**config.mk**
```make
export PLATFORM = sky130hd
export DESIGN_NAME = cpa_pwm16
export DESIGN_NICKNAME = d
export VERILOG_FILES = /design/src/core/cpa_pkg.sv /design/src/core/cpa_pwm16.sv
export SDC_FILE = /design/constraint.sdc
export NUM_CORES = 1
export LEC_CHECK = 0
export BUFFER_PORTS_ARGS = -buffer_cell sky130_fd_sc_hd__buf_2
export CORE_MARGIN = 2
export CORE_UTILIZATION = 46
export DETAILED_ROUTE_END_ITERATION = 16
export PLACE_DENSITY = 0.64
export SETUP_SLACK_MARGIN = 0.02
export SLEW_MARGIN = 20
export SYNTH_ARGS = -nofsm -noshare
export SYNTH_HDL_FRONTEND = slang
export SYNTH_SLANG_ARGS = --single-unit
```
**constraint.sdc**
```tcl
create_clock -name CLK -period 6.6 [get_ports CLK]
set_input_delay 1.32 -clock CLK [delete_from_list [all_inputs] [get_ports CLK]]
set_output_delay 1.32 -clock CLK [all_outputs]
set_load 0.005 [all_outputs]
```
**src/core/cpa_pkg.sv**
```systemverilog
/*
 * cpa_pkg: shared constants and types of the counter array pulse-width block.
 * Assumes a plain register port with byte-wide data and one system clock.
 */
package cpa_pkg;
   localparam int NUM_MOD = 3;                  // modules in the array
   localparam int CNT_W   = 16;                 // counter and compare width
   localparam int ADDR_W  = 8;
   localparam int DATA_W  = 8;

   // register offsets
   localparam logic [7:0] CTRL_ADDR  = 8'hD8;   // counter_array_control
   localparam logic [7:0] CNTL_ADDR  = 8'h00;   // counter low byte (read)
   localparam logic [7:0] CNTH_ADDR  = 8'h01;   // counter high byte (read)
   localparam logic [7:0] MODE_BASE  = 8'h10;   // module_mode_register n
   localparam logic [7:0] CMPL_BASE  = 8'h20;   // compare_value_low n
   localparam logic [7:0] CMPH_BASE  = 8'h30;   // compare_value_high n
   localparam logic [7:0] IMSK_ADDR  = 8'h40;   // interrupt mask
   localparam logic [7:0] ISTA_ADDR  = 8'h41;   // interrupt status, w1c

   // control register fields
   localparam int CTRL_OVF_BIT = 7;
   localparam int CTRL_RUN_BIT = 6;
   localparam logic [7:0] CTRL_RESET = 8'h00;

   // mode register fields
   localparam int MODE_CMP_BIT = 6;             // compare_enable
   localparam int MODE_MAT_BIT = 3;             // match_flag_enable
   localparam int MODE_PWM_BIT = 1;             // pulse_width_enable
   localparam int MODE_IRQ_BIT = 0;             // match_irq_enable
   localparam int MODE_WID_BIT = 7;             // wide_pulse_select
   localparam logic [7:0] MODE_RESET = 8'h00;

   localparam logic [CNT_W-1:0] CNT_MAX  = 16'hFFFF;
   localparam logic [CNT_W-1:0] CNT_ONE  = 16'h0001;
   localparam logic [CNT_W-1:0] CNT_ZERO = 16'h0000;

   typedef struct packed {
      logic              wr;
      logic              rd;
      logic [ADDR_W-1:0] addr;
      logic [DATA_W-1:0] wdata;
   } cpa_req_t;
endpackage

```
**src/core/cpa_pwm16.sv**
```systemverilog
/*
 * cpa_pwm16: counter array with three 16-bit pulse-width modules, control
 * register, per-module mode and compare registers, and one interrupt line.
 * Assumes a single 100 MHz clock; the counter counts every cycle it runs.
 */
// Local design decision: strobed register access.
// Summary of operation
// - in 16-bit pulse-width mode, output goes high when counter equals compare
// - in 16-bit pulse-width mode, output goes low when the counter overflows
// - mode active only with compare, pulse-width and wide select all set
// - mode ignores the narrow pulse-width modes, using all 16 compare bits
// - with match flag enable set, each match sets the module match flag
// - writing the compare low byte clears compare enable
// - writing the compare high byte sets compare enable
// - high fraction is 65536 minus compare over 65536
// - compare enable clear gives a constant low output
// - overflow flag bit 7 set on rollover, interrupts, held until cleared
// - run bit 6 halts the counter at zero, lets it count at one
// - bits 2:0 set on module match, interrupt, held until cleared
// - control bits 5:3 read zero and ignore writes
`timescale 1ns/1ps
`default_nettype none
module cpa_pwm16 (
   input  wire logic                         CLK,
   input  wire logic                         RESET,
   input  wire logic                         WR_STB,
   input  wire logic                         RD_STB,
   input  wire logic [cpa_pkg::ADDR_W-1:0]   ADDR,
   input  wire logic [cpa_pkg::DATA_W-1:0]   WDATA,
   output logic      [cpa_pkg::DATA_W-1:0]   RDATA,
   output logic      [cpa_pkg::NUM_MOD-1:0]  MODULE_OUTPUT_PIN,
   output logic                              IRQ
);
   import cpa_pkg::*;

   cpa_req_t                 req;
   logic [CNT_W-1:0]         count_reg;
   logic [CNT_W-1:0]         count_next;
   logic                     overflow_flag_reg;
   logic                     run_reg;
   logic [NUM_MOD-1:0]       match_flags_reg;
   logic [7:0]               mode_reg    [NUM_MOD];
   logic [CNT_W-1:0]         compare_reg [NUM_MOD];
   logic [NUM_MOD-1:0]       pin_reg;
   logic [NUM_MOD-1:0]       match;
   logic [NUM_MOD-1:0]       pwm16;
   logic                     rollover;
   logic [DATA_W-1:0]        rdata_next;
   logic [DATA_W-1:0]        rdata_reg;
   logic [NUM_MOD:0]         irq_mask_reg;
   logic [NUM_MOD:0]         irq_stat_reg;
   logic [NUM_MOD:0]         irq_event;
   logic                     ctrl_wr;

   // decode a per-module address; returns NUM_MOD when no module matches
   function automatic int mod_sel(input logic [7:0] a,
                                  input logic [7:0] base);
      int r;
      r = NUM_MOD;
      for (int i = 0; i < NUM_MOD; i++) begin
         if (a == base + 8'(i)) begin
            r = i;
         end
      end
      return r;
   endfunction

   assign req = '{wr: WR_STB, rd: RD_STB, addr: ADDR, wdata: WDATA};
   assign ctrl_wr = req.wr && (req.addr == CTRL_ADDR);
   assign count_next = count_reg + CNT_ONE;
   assign rollover = run_reg && (count_reg == CNT_MAX);

   // module mode decode and comparator
   always_comb begin
      for (int i = 0; i < NUM_MOD; i++) begin
         pwm16[i] = mode_reg[i][MODE_CMP_BIT] && mode_reg[i][MODE_PWM_BIT]
                    && mode_reg[i][MODE_WID_BIT];
         // full 16-bit compare, narrow modes play no part; the next
         // count is compared so the registered pin lines up with it
         match[i] = mode_reg[i][MODE_CMP_BIT] && run_reg
                    && (count_next == compare_reg[i]);
      end
   end

   // free counter; steps only while run is set
   always_ff @(posedge CLK) begin
      if (RESET) begin
         count_reg <= CNT_ZERO;
      end else if (run_reg) begin
         count_reg <= count_next;
      end
   end

   // run control bit
   always_ff @(posedge CLK) begin
      if (RESET) begin
         run_reg <= CTRL_RESET[CTRL_RUN_BIT];
      end else if (ctrl_wr) begin
         run_reg <= req.wdata[CTRL_RUN_BIT];
      end
   end

   // overflow flag: hardware set wins over a software clear
   always_ff @(posedge CLK) begin
      if (RESET) begin
         overflow_flag_reg <= CTRL_RESET[CTRL_OVF_BIT];
      end else if (rollover) begin
         overflow_flag_reg <= 1'b1;
      end else if (ctrl_wr) begin
         overflow_flag_reg <= req.wdata[CTRL_OVF_BIT];
      end
   end

   // module match flags, set wins over clear
   always_ff @(posedge CLK) begin
      if (RESET) begin
         match_flags_reg <= CTRL_RESET[NUM_MOD-1:0];
      end else begin
         for (int i = 0; i < NUM_MOD; i++) begin
            if (match[i] && mode_reg[i][MODE_MAT_BIT]) begin
               match_flags_reg[i] <= 1'b1;
            end else if (ctrl_wr) begin
               match_flags_reg[i] <= req.wdata[i];
            end
         end
      end
   end

   // mode registers; compare byte writes steer compare enable
   always_ff @(posedge CLK) begin
      if (RESET) begin
         for (int i = 0; i < NUM_MOD; i++) begin
            mode_reg[i] <= MODE_RESET;
         end
      end else if (req.wr) begin
         for (int i = 0; i < NUM_MOD; i++) begin
            if (mod_sel(req.addr, MODE_BASE) == i) begin
               mode_reg[i] <= req.wdata;
            end else if (mod_sel(req.addr, CMPL_BASE) == i) begin
               mode_reg[i][MODE_CMP_BIT] <= 1'b0;
            end else if (mod_sel(req.addr, CMPH_BASE) == i) begin
               mode_reg[i][MODE_CMP_BIT] <= 1'b1;
            end
         end
      end
   end

   // compare values; software orders low then high byte
   always_ff @(posedge CLK) begin
      if (RESET) begin
         for (int i = 0; i < NUM_MOD; i++) begin
            compare_reg[i] <= CNT_ZERO;
         end
      end else if (req.wr) begin
         for (int i = 0; i < NUM_MOD; i++) begin
            if (mod_sel(req.addr, CMPL_BASE) == i) begin
               compare_reg[i][7:0] <= req.wdata;
            end
            if (mod_sel(req.addr, CMPH_BASE) == i) begin
               compare_reg[i][15:8] <= req.wdata;
            end
         end
      end
   end

   // pulse output: high on match, low on overflow; the pin is high while
   // the counter sits in compare..0xFFFF, so compare 0 never drops it and
   // compare 0xFFFF gives one cycle high per period
   always_ff @(posedge CLK) begin
      if (RESET) begin
         pin_reg <= '0;
      end else begin
         for (int i = 0; i < NUM_MOD; i++) begin
            if (!pwm16[i]) begin
               pin_reg[i] <= 1'b0;
            end else if (match[i]) begin
               pin_reg[i] <= 1'b1;
            end else if (rollover) begin
               pin_reg[i] <= 1'b0;
            end
         end
      end
   end
   assign MODULE_OUTPUT_PIN = pin_reg;

   // interrupt events: modules in low bits, overflow on top
   always_comb begin
      for (int i = 0; i < NUM_MOD; i++) begin
         irq_event[i] = match[i] && mode_reg[i][MODE_MAT_BIT]
                        && mode_reg[i][MODE_IRQ_BIT];
      end
      irq_event[NUM_MOD] = rollover;
   end

   // sticky status, write one to clear, set wins
   always_ff @(posedge CLK) begin
      if (RESET) begin
         irq_stat_reg <= '0;
      end else if (req.wr && req.addr == ISTA_ADDR) begin
         irq_stat_reg <= (irq_stat_reg & ~req.wdata[NUM_MOD:0]) | irq_event;
      end else begin
         irq_stat_reg <= irq_stat_reg | irq_event;
      end
   end

   // interrupt mask
   always_ff @(posedge CLK) begin
      if (RESET) begin
         irq_mask_reg <= '0;
      end else if (req.wr && req.addr == IMSK_ADDR) begin
         irq_mask_reg <= req.wdata[NUM_MOD:0];
      end
   end
   assign IRQ = |(irq_stat_reg & irq_mask_reg);

   // read mux; unmapped addresses read zero
   always_comb begin
      int m;
      m = NUM_MOD;
      rdata_next = '0;
      if (req.addr == CTRL_ADDR) begin
         rdata_next[CTRL_OVF_BIT] = overflow_flag_reg;
         rdata_next[CTRL_RUN_BIT] = run_reg;
         rdata_next[NUM_MOD-1:0]  = match_flags_reg;
      end else if (req.addr == CNTL_ADDR) begin
         rdata_next = count_reg[7:0];
      end else if (req.addr == CNTH_ADDR) begin
         rdata_next = count_reg[15:8];
      end else if (req.addr == IMSK_ADDR) begin
         rdata_next[NUM_MOD:0] = irq_mask_reg;
      end else if (req.addr == ISTA_ADDR) begin
         rdata_next[NUM_MOD:0] = irq_stat_reg;
      end else begin
         m = mod_sel(req.addr, MODE_BASE);
         if (m < NUM_MOD) rdata_next = mode_reg[m];
         m = mod_sel(req.addr, CMPL_BASE);
         if (m < NUM_MOD) rdata_next = compare_reg[m][7:0];
         m = mod_sel(req.addr, CMPH_BASE);
         if (m < NUM_MOD) rdata_next = compare_reg[m][15:8];
      end
   end

   // read data valid only in the cycle after the strobe
   always_ff @(posedge CLK) begin
      if (RESET) begin
         rdata_reg <= '0;
      end else if (req.rd) begin
         rdata_reg <= rdata_next;
      end else begin
         rdata_reg <= '0;
      end
   end
   assign RDATA = rdata_reg;

   // assertions
   AST_HIGH_ON_MATCH: assert property (@(posedge CLK) disable iff (RESET)
      (pwm16[0] && match[0]) |=> MODULE_OUTPUT_PIN[0])
      else $error("output not high after match");
   AST_LOW_ON_OVF: assert property (@(posedge CLK) disable iff (RESET)
      (pwm16[0] && rollover && !match[0]) |=> !MODULE_OUTPUT_PIN[0])
      else $error("output not low after overflow");
   AST_MODE_GATE: assert property (@(posedge CLK) disable iff (RESET)
      !pwm16[1] |=> !MODULE_OUTPUT_PIN[1])
      else $error("output high outside pulse-width mode");
   AST_CMP_OFF_LOW: assert property (@(posedge CLK) disable iff (RESET)
      !mode_reg[2][MODE_CMP_BIT] |=> !MODULE_OUTPUT_PIN[2])
      else $error("output high with compare disabled");
   AST_LOW_WR_CLR: assert property (@(posedge CLK) disable iff (RESET)
      (req.wr && req.addr == CMPL_BASE) |=> !mode_reg[0][MODE_CMP_BIT])
      else $error("low byte write kept compare enable");
   AST_HIGH_WR_SET: assert property (@(posedge CLK) disable iff (RESET)
      (req.wr && req.addr == CMPH_BASE) |=> mode_reg[0][MODE_CMP_BIT])
      else $error("high byte write left compare disabled");
   AST_OVF_FLAG: assert property (@(posedge CLK) disable iff (RESET)
      (run_reg && count_reg == CNT_MAX) |=> overflow_flag_reg ##0
      count_reg == CNT_ZERO)
      else $error("rollover did not set overflow flag");
   AST_RUN_HOLD: assert property (@(posedge CLK) disable iff (RESET)
      !run_reg |=> count_reg == $past(count_reg))
      else $error("counter moved while halted");
   AST_COUNT_STEP: assert property (@(posedge CLK) disable iff (RESET)
      run_reg |=> count_reg == $past(count_reg) + CNT_ONE)
      else $error("counter did not step by one");
   AST_MATCH_FLAG: assert property (@(posedge CLK) disable iff (RESET)
      (match[1] && mode_reg[1][MODE_MAT_BIT]) |=> match_flags_reg[1])
      else $error("match flag not set");
   AST_FLAG_HOLD: assert property (@(posedge CLK) disable iff (RESET)
      (match_flags_reg[0] && !ctrl_wr) |=> match_flags_reg[0])
      else $error("match flag dropped without a write");
   AST_UNUSED_ZERO: assert property (@(posedge CLK) disable iff (RESET)
      (req.rd && req.addr == CTRL_ADDR) |=> RDATA[5:3] == 3'h0)
      else $error("unused control bits read nonzero");
   AST_HIGH_ON_MATCH1: assert property (@(posedge CLK) disable iff (RESET)
      (pwm16[1] && match[1]) |=> MODULE_OUTPUT_PIN[1])
      else $error("module 1 output not high after match");
   AST_LOW_ON_OVF1: assert property (@(posedge CLK) disable iff (RESET)
      (pwm16[1] && rollover && !match[1]) |=> !MODULE_OUTPUT_PIN[1])
      else $error("module 1 output not low after overflow");
   AST_HIGH_SPAN0: assert property (@(posedge CLK) disable iff (RESET)
      (pwm16[0] && MODULE_OUTPUT_PIN[0]) |-> count_reg >= compare_reg[0])
      else $error("module 0 output high below compare value");
   AST_HIGH_SPAN1: assert property (@(posedge CLK) disable iff (RESET)
      (pwm16[1] && MODULE_OUTPUT_PIN[1]) |-> count_reg >= compare_reg[1])
      else $error("module 1 output high below compare value");
   AST_BYTE_MATCH: assert property (@(posedge CLK) disable iff (RESET)
      (pwm16[1] && !MODULE_OUTPUT_PIN[1]
       && count_next[7:0] == compare_reg[1][7:0]
       && count_next[15:8] != compare_reg[1][15:8])
      |=> !MODULE_OUTPUT_PIN[1])
      else $error("low byte match alone raised the output");
   AST_CMP_OFF_LOW0: assert property (@(posedge CLK) disable iff (RESET)
      !mode_reg[0][MODE_CMP_BIT] |=> !MODULE_OUTPUT_PIN[0])
      else $error("module 0 output high with compare disabled");
   AST_MATCH_FLAG0: assert property (@(posedge CLK) disable iff (RESET)
      (match[0] && mode_reg[0][MODE_MAT_BIT]) |=> match_flags_reg[0])
      else $error("module 0 match flag not set");
   AST_NO_FLAG2: assert property (@(posedge CLK) disable iff (RESET)
      (!match_flags_reg[2] && !mode_reg[2][MODE_MAT_BIT] && !ctrl_wr)
      |=> !match_flags_reg[2])
      else $error("match flag set without match flag enable");
   AST_OVF_HOLD: assert property (@(posedge CLK) disable iff (RESET)
      (overflow_flag_reg && !ctrl_wr) |=> overflow_flag_reg)
      else $error("overflow flag dropped without a write");
   AST_OVF_CLEAR: assert property (@(posedge CLK) disable iff (RESET)
      (ctrl_wr && !req.wdata[CTRL_OVF_BIT] && !rollover)
      |=> !overflow_flag_reg)
      else $error("overflow flag not cleared by software");
   AST_OVF_STATUS: assert property (@(posedge CLK) disable iff (RESET)
      rollover |=> irq_stat_reg[NUM_MOD])
      else $error("overflow did not raise its status bit");
   AST_MATCH_IRQ: assert property (@(posedge CLK) disable iff (RESET)
      (match[0] && mode_reg[0][MODE_MAT_BIT] && mode_reg[0][MODE_IRQ_BIT])
      |=> irq_stat_reg[0])
      else $error("match did not raise its status bit");
   AST_STAT_HOLD: assert property (@(posedge CLK) disable iff (RESET)
      (irq_stat_reg[NUM_MOD] && !(req.wr && req.addr == ISTA_ADDR))
      |=> irq_stat_reg[NUM_MOD])
      else $error("status bit dropped without a clear");
   AST_RUN_SET: assert property (@(posedge CLK) disable iff (RESET)
      (ctrl_wr && req.wdata[CTRL_RUN_BIT]) |=> run_reg)
      else $error("run bit not set by write");
   AST_RUN_READ: assert property (@(posedge CLK) disable iff (RESET)
      (req.rd && req.addr == CTRL_ADDR)
      |=> RDATA[CTRL_RUN_BIT] == $past(run_reg))
      else $error("run bit read back wrong");
endmodule
`default_nettype wire

```
==> impl_metrics.toml <==
[outcome]
outcome = "finished, final reports clean"

[sta]
worst_pin_slew_ns = 0.955
finalHoldViolations = 0
finClkSkew_ns = 0.00993
rsz0062_at_grt = "no"
setup_viol = 0
setup_tns_ns = 0
period_needed_ns = 3.57
fmax_mhz = 280
period_share_pct = 54.0
hold_slack_ns = 0.468
slew_viol_final = 0
fin_ws_ns = 3.03
maxSlewHeadroom_pct = 36.3

[logic_synthesis]
synth.distinct_cells = 69
synthesis.area_um2 = 6500
synth.largest_area_cell = "edfxtp_1"
synth_edf_count = 72
synthCells = 651
synth_top_cells_by_area = "edfxtp_1 (33%), dfxtp_1 (12%), mux2i_1 (5.8%), xor2_1 (4.7%), xnor2_1 (4.2%)"
syn_avg_cell_area_um2 = 9.99
yosysWarningCount = 0
synth_fp_nets = 672
ys_ff_latch = 112
synth_top_area_share_pct = 33.2
synthArstFlopShare_pct = 0
synthFlopType = "edfxtp_1"
ys_seq_area_share_pct = 45.6

[critical_path]
end_kind = "register"
cpPeakStageDelay_ns = 0.68
startpoint_type = "register"
worst-setup-path-type = "register to register"
cp_max_fo = 13
worst-endpoint-required_ns = 6.90
cp-startpoint = "count_reg[0]"
r2r-start = "count_reg[0]"
worst_ep_arrival_time_ns = 3.86
crit_chain = "ha_1, and4_1, nand2_1, xnor2_1, nand4_1, or4_4, or4_1, a21oi_1"
crit_slowest_cell = "dfxtp_1"

[place]
preCtsSetupSlack_ns = 2.91
io_buffers = 31
hpwl_mm = 15.0
gp_congestion = 0.989
dp_cells = 828

[routing]
first_iter_violations = 661
detail-route-antenna-nets = 0
vias_per_cell = 6.32
route.detailed.wl_per_inst_um = 23.7
first_pass_iters = 5
drcViolationCount = 0
wl_mm = 20.0
vias = 5331

[final_layout]
final_common_cell = "edfxtp_1"
area_growth_pct = 8.16
drive_above_1_share_pct = 10.5
diodes = 0
fin_cells = 844
fill_cells = 1241
final_cell_mix = "edfxtp_1 (72), nor2_1 (62), nand2_1 (49)"
largest_register_ffs = 48
layout.nets = 680
regArea_um2 = 2960
multi_input_area_um2 = 3310

[clocking]
cts_tree = "yes"
ctsHoldBuffers = 0
cts_setup_buffers = 0
htree_levels = 3
clk_latency_ns = 0.37
cts_max_path_buffers = 2
cts_made_buffers = 9
clkTransAtPathRegs_ns = 0.08
cts.repair.resized = 0
cts.sinks = 112
cts_root_buf = "clkbuf_16"

[pwr]
p_leak_nw = 2.51
vdd_drop_max_uv = 177
power_density_nw_per_um2 = 216

[grt]
grt_max_degree = 49
grt_pass1_wl_mm = 30.3
grt-ovfl-total = 0
track_usage_pct = 27.6
antenna_found_initial = 0
grt_pass1_vias = 4934

[floorplanning]
die_area_um2 = 15100
core_um2 = 13800
rows = 43
fp.dieH_um = 123
fp.dieW_um = 123
io-pin-count = 32
start_util_pct = 47.0

[worst_hold_path]
hold_path.class = "register to register"
hp-start = "MODULE_OUTPUT_PIN[2]"

[job]
max_cap_violations = 0
worst paths after layout:
check | end | slack [ns] | cells past startpoint
setup / recovery | MODULE_OUTPUT_PIN[2] | 3.03 | 8
hold / removal | MODULE_OUTPUT_PIN[2] | 0.47 | 2
setup reg to reg | MODULE_OUTPUT_PIN[2] | 3.03 | 8
hold reg to reg | MODULE_OUTPUT_PIN[2] | 0.47 | 2
synth_stat cells, types with 19 or more instances:
library cell,count
a21oi_1,27
xnor2_1,31
edfxtp_1,72
nand3_1,19
o21ai_0,23
mux2i_1,38
and2_1,32
xor2_1,35
nand2_1,49
clkbuf_1,21
dfxtp_1,40
nor2_1,62
worst max-delay path, delay by kind of cell, from the launching register on:
family,cells,cell delay [ns]
DFF,1,0.68
adders and majority gates,1,0.59
AOI/OAI and AO/OA,1,0.16
xor gates and xnor gates,1,0.20
and+or+nand+nor,5,1.87
logic make-up after synthesis:
group	after synthesis	synth area share, %
flip-flops	112	45.6
XOR/XNOR	69	9.83
buffers and inverters	43	3.56
multiplexers	39	6.02
AND/OR/NAND/NOR	268	22.5
adder cells (fa/ha/maj)	1	0.192
AO/OA/AOI/OAI	119	12.4
where the power goes:
part           switching [mW]  internal, mW
combinational          0.0642        0.0383
sequential             0.0281         0.768
clock                   0.277         0.341
metal layers:
layer | vias to the layer above | routed length (um) | GRT usage, %
met5 | - | 0 | 0
met4 | 0 | 515 | 8.41
met3 | 38 | 1820 | 7.10
met2 | 285 | 8890 | 41.1
met1 | 2585 | 8740 | 39.5
li1 | 2423 | - | -
final cells by class:
class / instances / share of cell area [%]
inverter: 5 / 0.267
clock inverter: 6 / 1.48
tap: 180 / 3.20
sequential: 112 / 42.1
clock buffer: 10 / 3.26
timing repair buffer: 35 / 2.63
multi-input combinational: 496 / 47.0
stage by stage:
step                      utilization, %  power (mW)  instance area [um^2]
after floorplan                        -       0.864                  6500
after global placement              48.5       0.909                  6700
after detailed placement            48.5       0.911                  6700
after CTS                           50.9        1.52                  7030
after global routing                50.9        1.56                  7030
final                               50.9        1.52                  7030
No activity file was read; power rests on OpenSTA's default activity.
